===== src/logic/wdg_map.svh =====
// register offsets, field positions, reset values and timing figures of the watchdog/gpio block
`ifndef WDG_MAP_SVH
`define WDG_MAP_SVH
// ==================================================================
// runtime register offsets
`define WDG_OFS_PIN0_CFG 8'h23
`define WDG_OFS_PIN1_CFG 8'h24
`define WDG_OFS_PIN2_CFG 8'h25
`define WDG_OFS_PIN3_CFG 8'h26
`define WDG_OFS_PIN4_CFG 8'h27
`define WDG_OFS_PIN5_CFG 8'h29
`define WDG_OFS_PIN6_CFG 8'h2A
`define WDG_OFS_PIN7_CFG 8'h2B
`define WDG_OFS_ENABLE 8'h47
`define WDG_OFS_LEVELS 8'h4B
`define WDG_OFS_UNITS 8'h65
`define WDG_OFS_COUNT 8'h66
`define WDG_OFS_STATUS 8'h68
// ==================================================================
// field positions and values
`define WDG_ENABLE_KEY 8'h0C
`define WDG_UNIT_BIT 7
`define WDG_STATUS_BIT 0
`define WDG_CFG_DIR_BIT 0
`define WDG_CFG_INV_BIT 1
`define WDG_CFG_OD_BIT 7
`define WDG_COUNT_OFF 8'h00
// ==================================================================
// reset values
`define WDG_RST_PIN_CFG 8'h01
`define WDG_RST_BYTE 8'h00
// ==================================================================
// timing
`define WDG_CLK_MHZ 250
`define WDG_HZ_PER_MHZ 1000000
`define WDG_TICK_S 1
`define WDG_SECS_PER_MIN 60
`endif


===== src/logic/wdg_pkg.sv =====
// types shared by the watchdog/gpio modules
package wdg_pkg;
   // ==================================================================
   // watchdog countdown states, gray along idle -> count -> expired
   typedef enum logic [1:0] {
      WT_IDLE = 2'h0,
      WT_COUNT = 2'h1,
      WT_EXPIRED = 2'h3
   } wdg_tmr_fsm_t;

   typedef struct packed {
      wdg_tmr_fsm_t fsm;
      logic [31:0] presc;
      logic [7:0] mins;
      logic [7:0] remain;
      logic expire;
   } wdg_tmr_state_t;

   typedef struct packed {
      logic [7:0] pin_out;
      logic [7:0] pin_oe;
   } wdg_pin_state_t;

   typedef struct packed {
      logic [7:0][7:0] pin_cfg;
      logic [7:0] pin_data;
      logic [7:0] wd_enable;
      logic wd_unit_sec;
      logic [7:0] wd_count;
      logic wd_status;
      logic wd_load;
      logic [7:0] rdata;
   } wdg_regs_t;
endpackage


===== src/logic/wdg_if.sv =====
// carriers between the register file and its timer and pin slices
`timescale 1ns/1ps
interface wdg_tmr_if;
   logic load;
   logic [7:0] load_value;
   logic unit_sec;
   logic run;
   logic expire;
   logic [7:0] remain;
   modport ctl (output load, output load_value, output unit_sec, output run,
      input expire, input remain);
   modport tmr (input load, input load_value, input unit_sec, input run,
      output expire, output remain);
endinterface

interface wdg_pin_if;
   logic [7:0][7:0] cfg;
   logic [7:0] data;
   logic [7:0] level_in;
   modport ctl (output cfg, output data, input level_in);
   modport pin (input cfg, input data, output level_in);
endinterface


===== src/logic/wdg_pins.sv =====
// eight general purpose pin slices: direction, polarity and driver type
`timescale 1ns/1ps
`include "wdg_map.svh"
module wdg_pins import wdg_pkg::*; (
   input wire logic clk,
   input wire logic reset,
   input wire logic [7:0] pin_in,
   output logic [7:0] pin_out,
   output logic [7:0] pin_oe,
   wdg_pin_if.pin pif
);
   wdg_pin_state_t s_reg, s_next;
   logic [7:0] level;

   always_comb begin
      s_next = s_reg;
      for (int n = 0; n < 8; n++) begin
         level[n] = pif.data[n] ^ pif.cfg[n][`WDG_CFG_INV_BIT];
         if (pif.cfg[n][`WDG_CFG_OD_BIT]) begin
            // open drain only ever pulls low; high is left to the pull-up
            s_next.pin_out[n] = 1'b0;
            s_next.pin_oe[n] = !pif.cfg[n][`WDG_CFG_DIR_BIT] && !level[n];
         end else begin
            s_next.pin_out[n] = level[n];
            s_next.pin_oe[n] = !pif.cfg[n][`WDG_CFG_DIR_BIT];
         end
         pif.level_in[n] = pin_in[n] ^ pif.cfg[n][`WDG_CFG_INV_BIT];
      end
   end

   always_ff @(posedge clk) begin
      if (reset) begin
         s_reg <= '{pin_out: `WDG_RST_BYTE, pin_oe: `WDG_RST_BYTE};
      end else begin
         s_reg <= s_next;
      end
   end

   assign pin_out = s_reg.pin_out;
   assign pin_oe = s_reg.pin_oe;
endmodule


===== src/logic/wdg_timer.sv =====
// watchdog countdown with seconds and minutes prescaler
`timescale 1ns/1ps
`include "wdg_map.svh"
module wdg_timer import wdg_pkg::*; #(
   parameter int CYC_PER_SEC = `WDG_TICK_S * `WDG_CLK_MHZ * `WDG_HZ_PER_MHZ,
   parameter int SECS_PER_MIN = `WDG_SECS_PER_MIN
) (
   input wire logic clk,
   input wire logic reset,
   wdg_tmr_if.tmr tif
);
   if (CYC_PER_SEC < 1 || SECS_PER_MIN < 1 || SECS_PER_MIN > 256) begin : g_chk
      $error("wdg_timer: tick parameters out of range");
   end

   wdg_tmr_state_t s_reg, s_next;
   logic sec_tick, min_tick, unit_tick;

   always_comb begin
      s_next = s_reg;
      s_next.expire = 1'b0;
      sec_tick = s_reg.presc == 32'(CYC_PER_SEC - 1);
      min_tick = sec_tick && s_reg.mins == 8'(SECS_PER_MIN - 1);
      unit_tick = tif.unit_sec ? sec_tick : min_tick;
      if (tif.load || !tif.run || s_reg.fsm == WT_IDLE) begin
         // a rewrite restarts the whole period, prescaler included
         s_next.presc = '0;
         s_next.mins = '0;
         s_next.remain = tif.load_value;
         s_next.fsm = tif.run ? WT_COUNT : WT_IDLE;
      end else begin
         unique case (s_reg.fsm)
            WT_COUNT: begin
               s_next.presc = sec_tick ? '0 : s_reg.presc + 32'h1;
               if (sec_tick) begin
                  s_next.mins = min_tick ? '0 : s_reg.mins + 8'h1;
               end
               if (unit_tick) begin
                  s_next.remain = s_reg.remain - 8'h1;
                  if (s_reg.remain == 8'h01) begin
                     s_next.expire = 1'b1;
                     s_next.fsm = WT_EXPIRED;
                  end
               end
            end
            WT_EXPIRED: s_next = s_reg;
            default: s_next.fsm = WT_IDLE;
         endcase
         if (s_reg.fsm == WT_EXPIRED) begin
            s_next.expire = 1'b0;
         end
      end
   end

   always_ff @(posedge clk) begin
      if (reset) begin
         s_reg <= '{fsm: WT_IDLE, presc: '0, mins: '0, remain: '0, expire: 1'b0};
      end else begin
         s_reg <= s_next;
      end
   end

   assign tif.expire = s_reg.expire;
   assign tif.remain = s_reg.remain;
endmodule


===== src/logic/wdg_top.sv =====
// watchdog and gpio runtime register block with byte-wide i/o port
// ==================================================================
`timescale 1ns/1ps
`include "wdg_map.svh"
module wdg_top import wdg_pkg::*; #(
   parameter int CYC_PER_SEC = `WDG_TICK_S * `WDG_CLK_MHZ * `WDG_HZ_PER_MHZ,
   parameter int SECS_PER_MIN = `WDG_SECS_PER_MIN
) (
   input wire logic clk,
   input wire logic reset,
   input wire logic [7:0] bus_addr,
   input wire logic bus_wr,
   input wire logic bus_rd,
   input wire logic [7:0] bus_wdata,
   output logic [7:0] bus_rdata,
   input wire logic [7:0] pin_in,
   output logic [7:0] pin_out,
   output logic [7:0] pin_oe,
   output logic wd_timeout
);
   // ==================================================================
   // elaboration checks
   if (CYC_PER_SEC < 1) begin : g_chk_sec
      $error("wdg_top: CYC_PER_SEC must be at least one");
   end
   if (SECS_PER_MIN < 1 || SECS_PER_MIN > 256) begin : g_chk_min
      $error("wdg_top: SECS_PER_MIN must lie in 1..256");
   end

   // ==================================================================
   // address decoding
   // the config offsets skip one address, so a plain subtract would
   // misplace pins five to seven; the table keeps the gap explicit
   function automatic logic [3:0] cfg_slot(input logic [7:0] a);
      logic [3:0] r;
      r = 4'h0;
      unique case (a)
         `WDG_OFS_PIN0_CFG: r = 4'h8;
         `WDG_OFS_PIN1_CFG: r = 4'h9;
         `WDG_OFS_PIN2_CFG: r = 4'hA;
         `WDG_OFS_PIN3_CFG: r = 4'hB;
         `WDG_OFS_PIN4_CFG: r = 4'hC;
         `WDG_OFS_PIN5_CFG: r = 4'hD;
         `WDG_OFS_PIN6_CFG: r = 4'hE;
         `WDG_OFS_PIN7_CFG: r = 4'hF;
         default: r = 4'h0;
      endcase
      return r;
   endfunction

   // ==================================================================
   // state
   wdg_regs_t s_reg, s_next;
   logic [3:0] slot;
   logic wd_armed;
   logic [7:0] level_rd;

   wdg_tmr_if tif();
   wdg_pin_if pif();

   // ==================================================================
   // watchdog slice
   wdg_timer #(
      .CYC_PER_SEC(CYC_PER_SEC),
      .SECS_PER_MIN(SECS_PER_MIN)
   ) u_timer (
      .clk(clk),
      .reset(reset),
      .tif(tif)
   );

   // the timer only runs on the enable key and a nonzero count
   assign wd_armed = s_reg.wd_enable == `WDG_ENABLE_KEY
      && s_reg.wd_count != `WDG_COUNT_OFF;
   assign tif.load = s_reg.wd_load;
   assign tif.load_value = s_reg.wd_count;
   assign tif.unit_sec = s_reg.wd_unit_sec;
   assign tif.run = wd_armed;

   // ==================================================================
   // pin slice
   wdg_pins u_pins (
      .clk(clk),
      .reset(reset),
      .pin_in(pin_in),
      .pin_out(pin_out),
      .pin_oe(pin_oe),
      .pif(pif)
   );

   assign pif.cfg = s_reg.pin_cfg;
   assign pif.data = s_reg.pin_data;

   // ==================================================================
   // register file
   always_comb begin
      s_next = s_reg;
      s_next.wd_load = 1'b0;
      slot = cfg_slot(bus_addr);

      // pins set as input read their live level, outputs read the latch
      for (int n = 0; n < 8; n++) begin
         level_rd[n] = s_reg.pin_cfg[n][`WDG_CFG_DIR_BIT] ?
            pif.level_in[n] : s_reg.pin_data[n];
      end

      // writes
      if (bus_wr) begin
         if (slot[3]) begin
            s_next.pin_cfg[slot[2:0]] = bus_wdata;
         end
         unique case (bus_addr)
            `WDG_OFS_LEVELS: s_next.pin_data = bus_wdata;
            `WDG_OFS_ENABLE: s_next.wd_enable = bus_wdata;
            `WDG_OFS_UNITS: s_next.wd_unit_sec = bus_wdata[`WDG_UNIT_BIT];
            `WDG_OFS_COUNT: begin
               s_next.wd_count = bus_wdata;
               s_next.wd_load = 1'b1;
            end
            `WDG_OFS_STATUS: s_next.wd_status = bus_wdata[`WDG_STATUS_BIT];
            default: s_next.wd_load = 1'b0;
         endcase
      end

      // a timeout in the same cycle as a software clear still lands
      if (tif.expire) begin
         s_next.wd_status = 1'b1;
      end

      // reads, answered one cycle after the strobe
      if (bus_rd) begin
         s_next.rdata = `WDG_RST_BYTE;
         if (slot[3]) begin
            s_next.rdata = s_reg.pin_cfg[slot[2:0]];
         end
         unique case (bus_addr)
            `WDG_OFS_LEVELS: s_next.rdata = level_rd;
            `WDG_OFS_ENABLE: s_next.rdata = s_reg.wd_enable;
            `WDG_OFS_UNITS: s_next.rdata[`WDG_UNIT_BIT] = s_reg.wd_unit_sec;
            `WDG_OFS_COUNT: s_next.rdata = s_reg.wd_count;
            `WDG_OFS_STATUS: s_next.rdata[`WDG_STATUS_BIT] = s_reg.wd_status;
            default: s_next.rdata = s_next.rdata;
         endcase
      end
   end

   always_ff @(posedge clk) begin
      if (reset) begin
         s_reg.pin_cfg <= {8{`WDG_RST_PIN_CFG}};
         s_reg.pin_data <= `WDG_RST_BYTE;
         s_reg.wd_enable <= `WDG_RST_BYTE;
         s_reg.wd_unit_sec <= 1'b0;
         s_reg.wd_count <= `WDG_COUNT_OFF;
         s_reg.wd_status <= 1'b0;
         s_reg.wd_load <= 1'b0;
         s_reg.rdata <= `WDG_RST_BYTE;
      end else begin
         s_reg <= s_next;
      end
   end

   // ==================================================================
   // outputs
   assign bus_rdata = s_reg.rdata;
   assign wd_timeout = s_reg.wd_status;
endmodule


===== config.mk =====
export PLATFORM = sky130hd
export DESIGN_NAME = wdg_top
export DESIGN_NICKNAME = d
export VERILOG_FILES = /design/src/logic/wdg_pkg.sv /design/src/logic/wdg_if.sv /design/src/logic/wdg_pins.sv /design/src/logic/wdg_timer.sv /design/src/logic/wdg_top.sv
export VERILOG_INCLUDE_DIRS = /design/src /design/src/logic
export SDC_FILE = /design/constraint.sdc
export NUM_CORES = 1
export LEC_CHECK = 0
export ABC_AREA = 0
export BUFFER_PORTS_ARGS = -buffer_cell sky130_fd_sc_hd__buf_2
export CAP_MARGIN = 25
export CORE_MARGIN = 1.5
export CORE_UTILIZATION = 60
export CTS_BUF_LIST = sky130_fd_sc_hd__clkbuf_8
export CTS_CLUSTER_SIZE = 14
export DETAILED_ROUTE_END_ITERATION = 8
export PLACE_DENSITY = 0.79
export SLEW_MARGIN = 20
export SYNTH_ARGS = -nofsm -noshare
export SYNTH_HDL_FRONTEND = slang
export SYNTH_SLANG_ARGS = --single-unit

===== constraint.sdc =====
create_clock -name clk -period 2.4 [get_ports clk]
set_clock_uncertainty 0.1 [all_clocks]
set_input_delay 0.12 -clock clk [delete_from_list [all_inputs] [get_ports clk]]
set_output_delay 0.12 -clock clk [all_outputs]
set_load 0.005 [all_outputs]

==> results of run 1 <==
## cells by family after synthesis
family                     after synthesis
and+or+nand+nor                        396
xor gates and xnor gates                54
muxes                                   70
buffers and inverters                   71
DFF                                    166
adders and majority gates                4
AOI/OAI and AO/OA                      148
## synth_stat cells, drive strengths merged, types with 3 or more instances
master | number | area (sq um)
mux2i | 66 | 673
a221oi | 5 | 43.8
o2bb2ai | 3 | 26.3
a211oi | 6 | 50.1
and2 | 5 | 31.3
o21bai | 5 | 37.5
nand2 | 78 | 293
xnor2 | 32 | 280
o21ai | 20 | 100
nor4b | 3 | 32.5
a211o | 8 | 70.1
buf | 19 | 123
nand3b | 7 | 52.6
or4 | 6 | 45.0
nand3 | 35 | 185
a21oi | 45 | 225
clkbuf | 43 | 161
o32a | 3 | 30.0
and3 | 9 | 57.6
nand2b | 6 | 37.5
dfxtp | 166 | 3320
and4b | 3 | 30.0
xor2 | 22 | 193
o31ai | 3 | 22.5
mux2 | 4 | 45.0
nor2b | 17 | 106
nand4b | 4 | 35.0
nor3 | 31 | 178
and4 | 3 | 26.3
nor2 | 127 | 484
ha | 4 | 50.1
nor4 | 23 | 174
inv | 9 | 33.8
o211ai | 9 | 67.6
or3 | 4 | 30.0
nand4 | 21 | 150
o22ai | 11 | 68.8
nor3b | 5 | 42.5
a41o | 4 | 40.0
a22o | 8 | 70.1
## power by group through the flow
| stage | logic, uW | registers (uW) | clock network (uW) |
|---|---|---|---|
| 2_1_floorplan | 191 | 2830 | 0 |
| 3_3_place_gp | 291 | 2830 | 0 |
| 3_5_place_dp | 292 | 2830 | 0 |
| 4_1_cts | 307 | 2770 | 1710 |
| 5_1_grt | 335 | 2770 | 1830 |
| 6_report | 316 | 2770 | 1690 |
## per-layer routing
metal | share of wire | wire (microns) | track usage
met5 | 0 | 0 | 0
met4 | 0.020 | 408 | 0.0983
met3 | 0.086 | 1740 | 0.0840
met2 | 0.44 | 8860 | 0.423
met1 | 0.46 | 9290 | 0.419
## critical path, stage by stage (launching register included)
cell and delay, ns:
dfxtp_1 0.37, ha_1 0.22, nand4_2 0.14, or4_4 0.66, or3_4 0.44, nor4_4 0.26
## worst min path at each step
stage                        from                end  slack [ns]  cells after the start
2_1_floorplan        bus_wdata[7]  tif.load_value[7]        0.17                      2
3_3_place_gp          pif.cfg[54]        pif.cfg[54]        0.34                      2
3_5_place_dp   u_timer.tif.expire         wd_timeout        0.34                      2
4_1_cts                    bus_wr        pif.data[0]        0.02                      4
5_1_grt                    bus_wr        pif.data[0]        0.04                      4
6_report                   bus_wr        pif.data[0]        0.05                      4
## timing repair
action | in CTS | in global routing
hold buffers | 11 | 0
pin swaps | 0 | 1
endpoints found under the hold margin | 69 | 0
setup buffers | 0 | 1
gates resized for setup | 1 | 1
endpoints found under the setup margin | 6 | 2
## stage by stage
stage / hold slack (ns) / utilization / area, sq um / setup slack, ns
final: 0.0517 / 0.697 / 8900 / 0.128
after global routing: 0.0384 / 0.697 / 8900 / -0.0136
after CTS: 0.0250 / 0.696 / 8890 / 0.140
after detailed placement: 0.344 / 0.662 / 8460 / 0.00236
after global placement: 0.337 / 0.662 / 8460 / 0.0384
after floorplan: 0.167 / - / 7960 / 0.224
## final cells by class
class                   instances  area [sq um]  area share
flip-flops and latches        166          3320       0.373
clock inverters                12          68.8     0.00773
inverters                       9          33.8     0.00380
multi-input cells             672          4330       0.486
well taps                     172           215      0.0242
repair buffers                101           683      0.0768
clock buffers                  18           248      0.0278
==> qor.yml, run 1 <==
ios: 53
max_slew_margin: 0.535
r2r_cells: 5
synth.yosys.seq_area_share: 0.418
dominantRegCellSynth: "dfxtp_1"
synth_xor_area_frac: 0.0594
yosysUniqueCellTypes: 74
finalSetupTns_ns: 0
synth_mux_area_frac: 0.0902
grt_pass1_vias: 6199
maxSlewViolCount: 0
crit_required_ns: 2.68
clockRootBuffer: "clkbuf_8"
p_int_uw: 3580
drc_errors: 0
r2r_slack_ns: 0.13
endpoint: "u_timer.tif.expire"
startpoint: "u_timer.s_reg[17]"
total_power_uw: 4770
numCtsBuffers: 17
synthSimpleGateAreaFrac: 0.260
period_needed_ns: 2.27
largest_reg_flops: 64
vdd_drop_max_mv: 0.482
synth_edf_count: 0
drtPass1Iterations: 5
min_period_over_period: 0.947
clock_sinks: 166
die_h_microns: 118
switching_share: 0.250
finalWirelength_microns: 20300
rr_startpoint: "u_timer.s_reg[17]"
nets: 999
dpl.hpwl_microns: 14000
worst_slew_pin_slew_ns: 0.688
synthAdderAreaFrac: 0.00629
vias_per_cell: 6.10
drt-initial-drc-count: 695
reg2reg_to: "u_timer.tif.expire"
syn_area_sq_um: 7960
synth_cells: 909
fillers: 1025
critPathLaunchType: "flip-flop"
drive_above_1_share: 0.145
h-tree-depth: 4
p_leak_uw: 0.00349
rows: 41
area.growth.synth_to_final_pct: 11.8
outcome: "finished, final reports clean"
synth_nets: 941
layout_commonest_cell: "dfxtp_1"
core_sq_um: 12800
antenna_found_initial: 0
clk-insertion-delay-late_ns: 0.47
crit_type: "reg -> reg"
synth_top_family_by_area: "simple AND/OR/NAND/NOR gates"
finalSetupViolCount: 0
overflow: 0
start_util: 0.623
wl_per_cell_microns: 17.6
yosys_warnings: 0
switching_power_uw: 1190
fp.dieArea_sq_um: 14000
critPathCaptureType: "flip-flop"
clock_path_buffers: 2
max_freq_mhz: 440
synthArstFlopShare: 0
final_cell_mix: "dfxtp_1, nor2_1, nand2_1"
die_w_microns: 118
p_seq_frac: 0.580
diodes: 0
final_cells: 1150
ant_nets: 0
hold_class: "in -> reg"
drv_cap: 0
path_max_fanout: 10
syn_area_per_cell_sq_um: 8.76
grt_max_degree: 36
synth_seq_cells: 166
track_usage: 0.293
vias: 7020
power.density_nw_per_um2: 536
worstPathArrival_ns: 2.55
grt_first_pass_wirelength_microns: 32400
cts.clk_slew.worst_paths_ns: 0.08
synth_compound_area_frac: 0.126
p_clk_frac: 0.353
finalHoldViolCount: 0
port_buffers: 52
cts_tree: "yes"
dp_cells: 1108
routabilityCongestion: 0.919
power_frac_comb: 0.066
Power figures use the tool's default switching activity.
==> run 2: changes to the inputs <==
--- a/config.mk
+++ b/config.mk
@@ -18,4 +18,5 @@
 export SLEW_MARGIN = 20
 export SYNTH_ARGS = -nofsm -noshare
 export SYNTH_HDL_FRONTEND = slang
+export SYNTH_HIERARCHICAL = 1
 export SYNTH_SLANG_ARGS = --single-unit
==> run 2 against run 1 <==
  * Non-clock buffer count down 1
  * Via count shrank 2.6%
  * Largest cell class unchanged
  * Die area up 2.0%
  * Area after synthesis rose by 2.1%
  * Sequential share of layout area fell by 0.81 points
  * Sequential power is essentially flat
  * Critical path depth is 3 higher
  * Count of clock-buffer cells in the layout increased by 3
  * Clock power up 31%
  * Critical endpoint is now u_timer/tif.remain[2]
  * Critical path type unchanged
  * Combinational power is 6.6% lower
==> qor.yml, run 2 <==
groute.layer.met3.usage: 0.0570
numCtsBuffers: 17
drc_errors: 0
max_stage_delay_ns: 0.35
startpoint: "s_reg[26]"
finalHoldViolCount: 0
maxSlewViolCount: 0
path_max_fanout: 7
cts_setup_buffers: 0
slowest_stage: "dfxtp_1"
syn_area_sq_um: 8130
vias: 6840
overflow: 0
crit_required_ns: 2.64
hold_class: "in -> reg"
clock_sinks: 166
nets: 973
cts_tree: "yes"
hold_start: "bus_wr"
layout_commonest_cell: "dfxtp_1"
clk-insertion-delay-late_ns: 0.46
max_slew_margin: 0.581
critPathLaunchType: "flip-flop"
largest_reg_flops: 64
routabilityCongestion: 0.926
synth_cells: 883
final_util: 0.687
grt_max_degree: 37
met2_usage: 0.493
rows: 42
die_w_microns: 119
cts.clk_slew.worst_paths_ns: 0.09
wl_per_cell_microns: 18.0
drtPass1Iterations: 5
worstPathArrival_ns: 2.44
power.density_nw_per_um2: 580
drv_cap: 0
start_util: 0.614
syn_area_per_cell_sq_um: 9.20
area.growth.synth_to_final_pct: 12.0
crit_type: "reg -> reg"
fin_area_sq_um: 9100
worst_slew_pin_slew_ns: 0.627
yosys_warnings: 6
min_period_over_period: 0.918
final_cell_mix: "dfxtp_1, nor2_1, mux2i_1"
clock_path_buffers: 2
busiest_layer: "met2"
ios: 53
grtUsageMet1: 0.364
period_needed_ns: 2.20
max_freq_mhz: 454
ant_nets: 0
synth_nets: 915
drt-initial-drc-count: 585
finalSetupViolCount: 0
core_sq_um: 13200
outcome: "finished, final reports clean"
vdd_drop_max_mv: 0.497
clockRootBuffer: "clkbuf_8"
critPathCaptureType: "flip-flop"
track_usage: 0.291
vias_per_cell: 6.06
dpl.hpwl_microns: 14100
fillers: 1087
antenna_found_initial: 0
drive_above_1_share: 0.165
rr_startpoint: "s_reg[26]"
fp.dieArea_sq_um: 14200
h-tree-depth: 4
p_leak_uw: 0.00382
finalWirelength_microns: 20300
placed_cell_area_sq_um: 8540
die_h_microns: 119
grt_first_pass_wirelength_microns: 32900
diodes: 0
cp_cell_sequence: "nor4_2 -> nand4_1 -> a21oi_2 -> nand2b_1 -> or2_1 -> mux2_1 -> mux2i_1 -> nor2_1"
grt_pass1_vias: 6525
port_buffers: 52
run 2: path summary, 6_finish.rpt:
kind	end	slack [ns]	cells past startpoint
max	u_timer/tif.remain[2]	0.20	8
min	tif.load_value[5]	0.07	4
min reg2reg	wd_timeout	0.34	2
max reg2reg	u_timer/tif.remain[2]	0.20	8
run 2: repair_timing:
action / in CTS / in global routing
hold buffers: 10 / 0
endpoints found under the hold margin: 38 / 0
resized for setup: 0 / 4
endpoints found under the setup margin: 0 / 46
run 2: final cells by class:
class                   instances  area (sq um)  share of cell area
repair buffers                100           661              0.0726
clock buffers                  21           289              0.0318
clock inverters                10           153              0.0168
well taps                     176           220              0.0242
flip-flops and latches        166          3320               0.365
multi-input cells             640          4390               0.483
inverters                      16          60.1             0.00660
run 2: per-layer routing:
layer  routed length [microns]  vias to the layer above
met5                         0                        -
met4                       531                        0
met3                       937                       45
met2                     10000                      216
met1                      8800                     3291
li1                          -                     3288
run 2: worst max-delay path, delay by kind of cell, from the launching register on:
family,cells,cell delay (ns)
DFF,1,0.35
and+or+nand+nor,5,0.96
muxes,2,0.51
AOI/OAI and AO/OA,1,0.18
run 2: where the power goes:
group | internal (uW) | leakage (uW) | switching [uW]
registers | 2760 | 0.00134 | 7.47
clock network | 1230 | 0.000226 | 981
logic | 100 | 0.00226 | 195
run 2: per-stage QoR:
step / hold WS (ns) / TNS [ns] / worst slack (ns) / instances / total power, uW
floorplan: 0.167 / 0 / 0.221 / 883 / 3020
global placement: 0.328 / 0 / 0.197 / 1088 / 3100
detailed placement: 0.320 / 0 / 0.0542 / 1088 / 3110
CTS: 0.0484 / 0 / 0.0286 / 1129 / 5290
global route: 0.0788 / -0.0129 / -0.0129 / 1129 / 5440
finish: 0.0662 / 0 / 0.196 / 1129 / 5270
==> run 3: changes to the inputs <==
==> constraint.sdc (replaced) <==
create_clock -name clk -period 2.5 [get_ports clk]
set_clock_uncertainty 0.1 [all_clocks]
set_input_delay 0.125 -clock clk [delete_from_list [all_inputs] [get_ports clk]]
set_output_delay 0.125 -clock clk [all_outputs]
set_load 0.005 [all_outputs]
==> run 3 against run 2 <==
  * Sequential cell count unchanged
  * Hold slack worse by 0.038 ns
  * Design area down 1.6%
  * Cell count down 0.71%
  * First-iteration DRC count up 18%
  * Wire length up 0.41%
  * Highest routed layer unchanged
==> qor.yml, run 3 (same netlist as run 2, synthesis figures left out) <==
outcome: "finished, final reports clean"
fillers: 1084
worst_slew_pin_slew_ns: 0.720
grt_max_degree: 53
diodes: 0
vias_per_cell: 6.07
layout_commonest_cell: "dfxtp_1"
h-tree-depth: 4
cts_tree: "yes"
p_clk_frac: 0.386
routabilityCongestion: 0.927
fin_area_sq_um: 8950
finalHoldViolCount: 0
clockRootBuffer: "clkbuf_8"
p_int_uw: 3600
antenna_found_initial: 0
hold_depth: 2
fp.dieArea_sq_um: 14200
r2r_cells: 8
switching_share: 0.248
nets: 964
drv_cap: 0
crit_required_ns: 2.74
reg2reg_to: "u_timer/s_reg[16]"
final_util: 0.676
period_needed_ns: 2.33
drc_errors: 0
power_frac_comb: 0.059
rows: 42
ant_nets: 0
track_usage: 0.293
largest_reg_flops: 64
drive_above_1_share: 0.158
clock_path_buffers: 2
holdPathEnd: "tif.unit_sec"
setup_slack_ns: 0.169
p_seq_frac: 0.555
dp_cells: 1081
power.density_nw_per_um2: 535
vdd_drop_max_mv: 0.455
ios: 53
worstPathArrival_ns: 2.58
rr_startpoint: "tif.load_value[3]"
cts.clk_slew.worst_paths_ns: 0.09
place_ws_ns: 0.195
hold_start: "reset"
critPathCaptureType: "flip-flop"
start_util: 0.614
final_cells: 1121
vias: 6809
r2r_slack_ns: 0.17
wl_per_cell_microns: 18.2
crit_type: "reg -> reg"
clk-insertion-delay-late_ns: 0.47
rsz0062_at_grt: "no"
die_h_microns: 119
die_w_microns: 119
finalWirelength_microns: 20400
numCtsBuffers: 17
critPathLaunchType: "flip-flop"
max_freq_mhz: 429
placed_cell_area_sq_um: 8490
area.growth.synth_to_final_pct: 10.1
dpl.hpwl_microns: 14200
port_buffers: 52
max_slew_margin: 0.516
min_period_over_period: 0.933
p_leak_uw: 0.00374
finalSetupTns_ns: 0
finalSetupViolCount: 0
final_cell_mix: "dfxtp_1, nor2_1, mux2i_1"
drtPass1Iterations: 5
clock_sinks: 166
cts_setup_buffers: 0
maxSlewViolCount: 0
core_sq_um: 13200
hold_class: "in -> reg"
switching_power_uw: 1190
drt-initial-drc-count: 692
grt_first_pass_wirelength_microns: 33100
path_max_fanout: 8
overflow: 0
grt_pass1_vias: 6453
==> run 3: metrics by stage <==
stage / total power, uW / hold WS [ns]
6_report: 4790 / 0.0283
5_1_grt: 4940 / 0.0508
4_1_cts: 4810 / 0.00715
3_5_place_dp: 2980 / 0.327
3_3_place_gp: 2980 / 0.323
2_1_floorplan: 2900 / 0.172
==> run 3: worst max-delay path by stage <==
stage | start | end | slack (ns) | cells after the start
finish | tif.load_value[3] | u_timer/s_reg[16] | 0.17 | 8
global route | tif.load_value[3] | u_timer/s_reg[16] | 0.002 | 8
CTS | s_reg[26] | u_timer/s_reg[11] | 0.15 | 8
detailed placement | s_reg[26] | u_timer/s_reg[11] | 0.20 | 8
global placement | s_reg[26] | u_timer/s_reg[11] | 0.26 | 8
floorplan | s_reg[26] | u_timer/s_reg[17] | 0.32 | 10
==> run 3: cell type report <==
cell class / instances / area (sq um) / area share
inverter: 16 / 60.1 / 0.00671
tap: 176 / 220 / 0.0246
clock inverter: 12 / 105 / 0.0117
timing repair buffer: 91 / 588 / 0.0657
sequential: 166 / 3320 / 0.371
multi-input combinational: 640 / 4380 / 0.489
clock buffer: 20 / 275 / 0.0308
==> run 3: critical path: stages, from the launching register on <==
cell      delay [ns]
dfxtp_1         0.35
nor4_1          0.55
a21oi_2         0.14
nand2b_1        0.17
or2_1           0.28
nor2_2          0.07
buf_4           0.19
a21oi_1         0.26
a21oi_1         0.07
==> run 3: power by group through the flow <==
stage               clock network, uW  logic [uW]  registers, uW
floorplan                           0         187           2720
global placement                    0         265           2720
detailed placement                  0         265           2720
CTS                              1870         277           2660
global route                     1980         301           2660
finish                           1850         284           2660
==> run 3: repair_timing <==
item | 4_1_cts | 5_1_grt
endpoints found under the hold margin | 42 | 0
resized for setup | 0 | 1
hold buffers | 8 | 0
setup endpoints to repair | 0 | 11
==> run 3: layer usage <==
metal | track usage | vias to the layer above | wire (microns)
met5 | 0 | - | 0
met4 | 0.128 | 0 | 643
met3 | 0.0603 | 47 | 1140
met2 | 0.493 | 235 | 9940
met1 | 0.362 | 3245 | 8680
li1 | - | 3282 | -
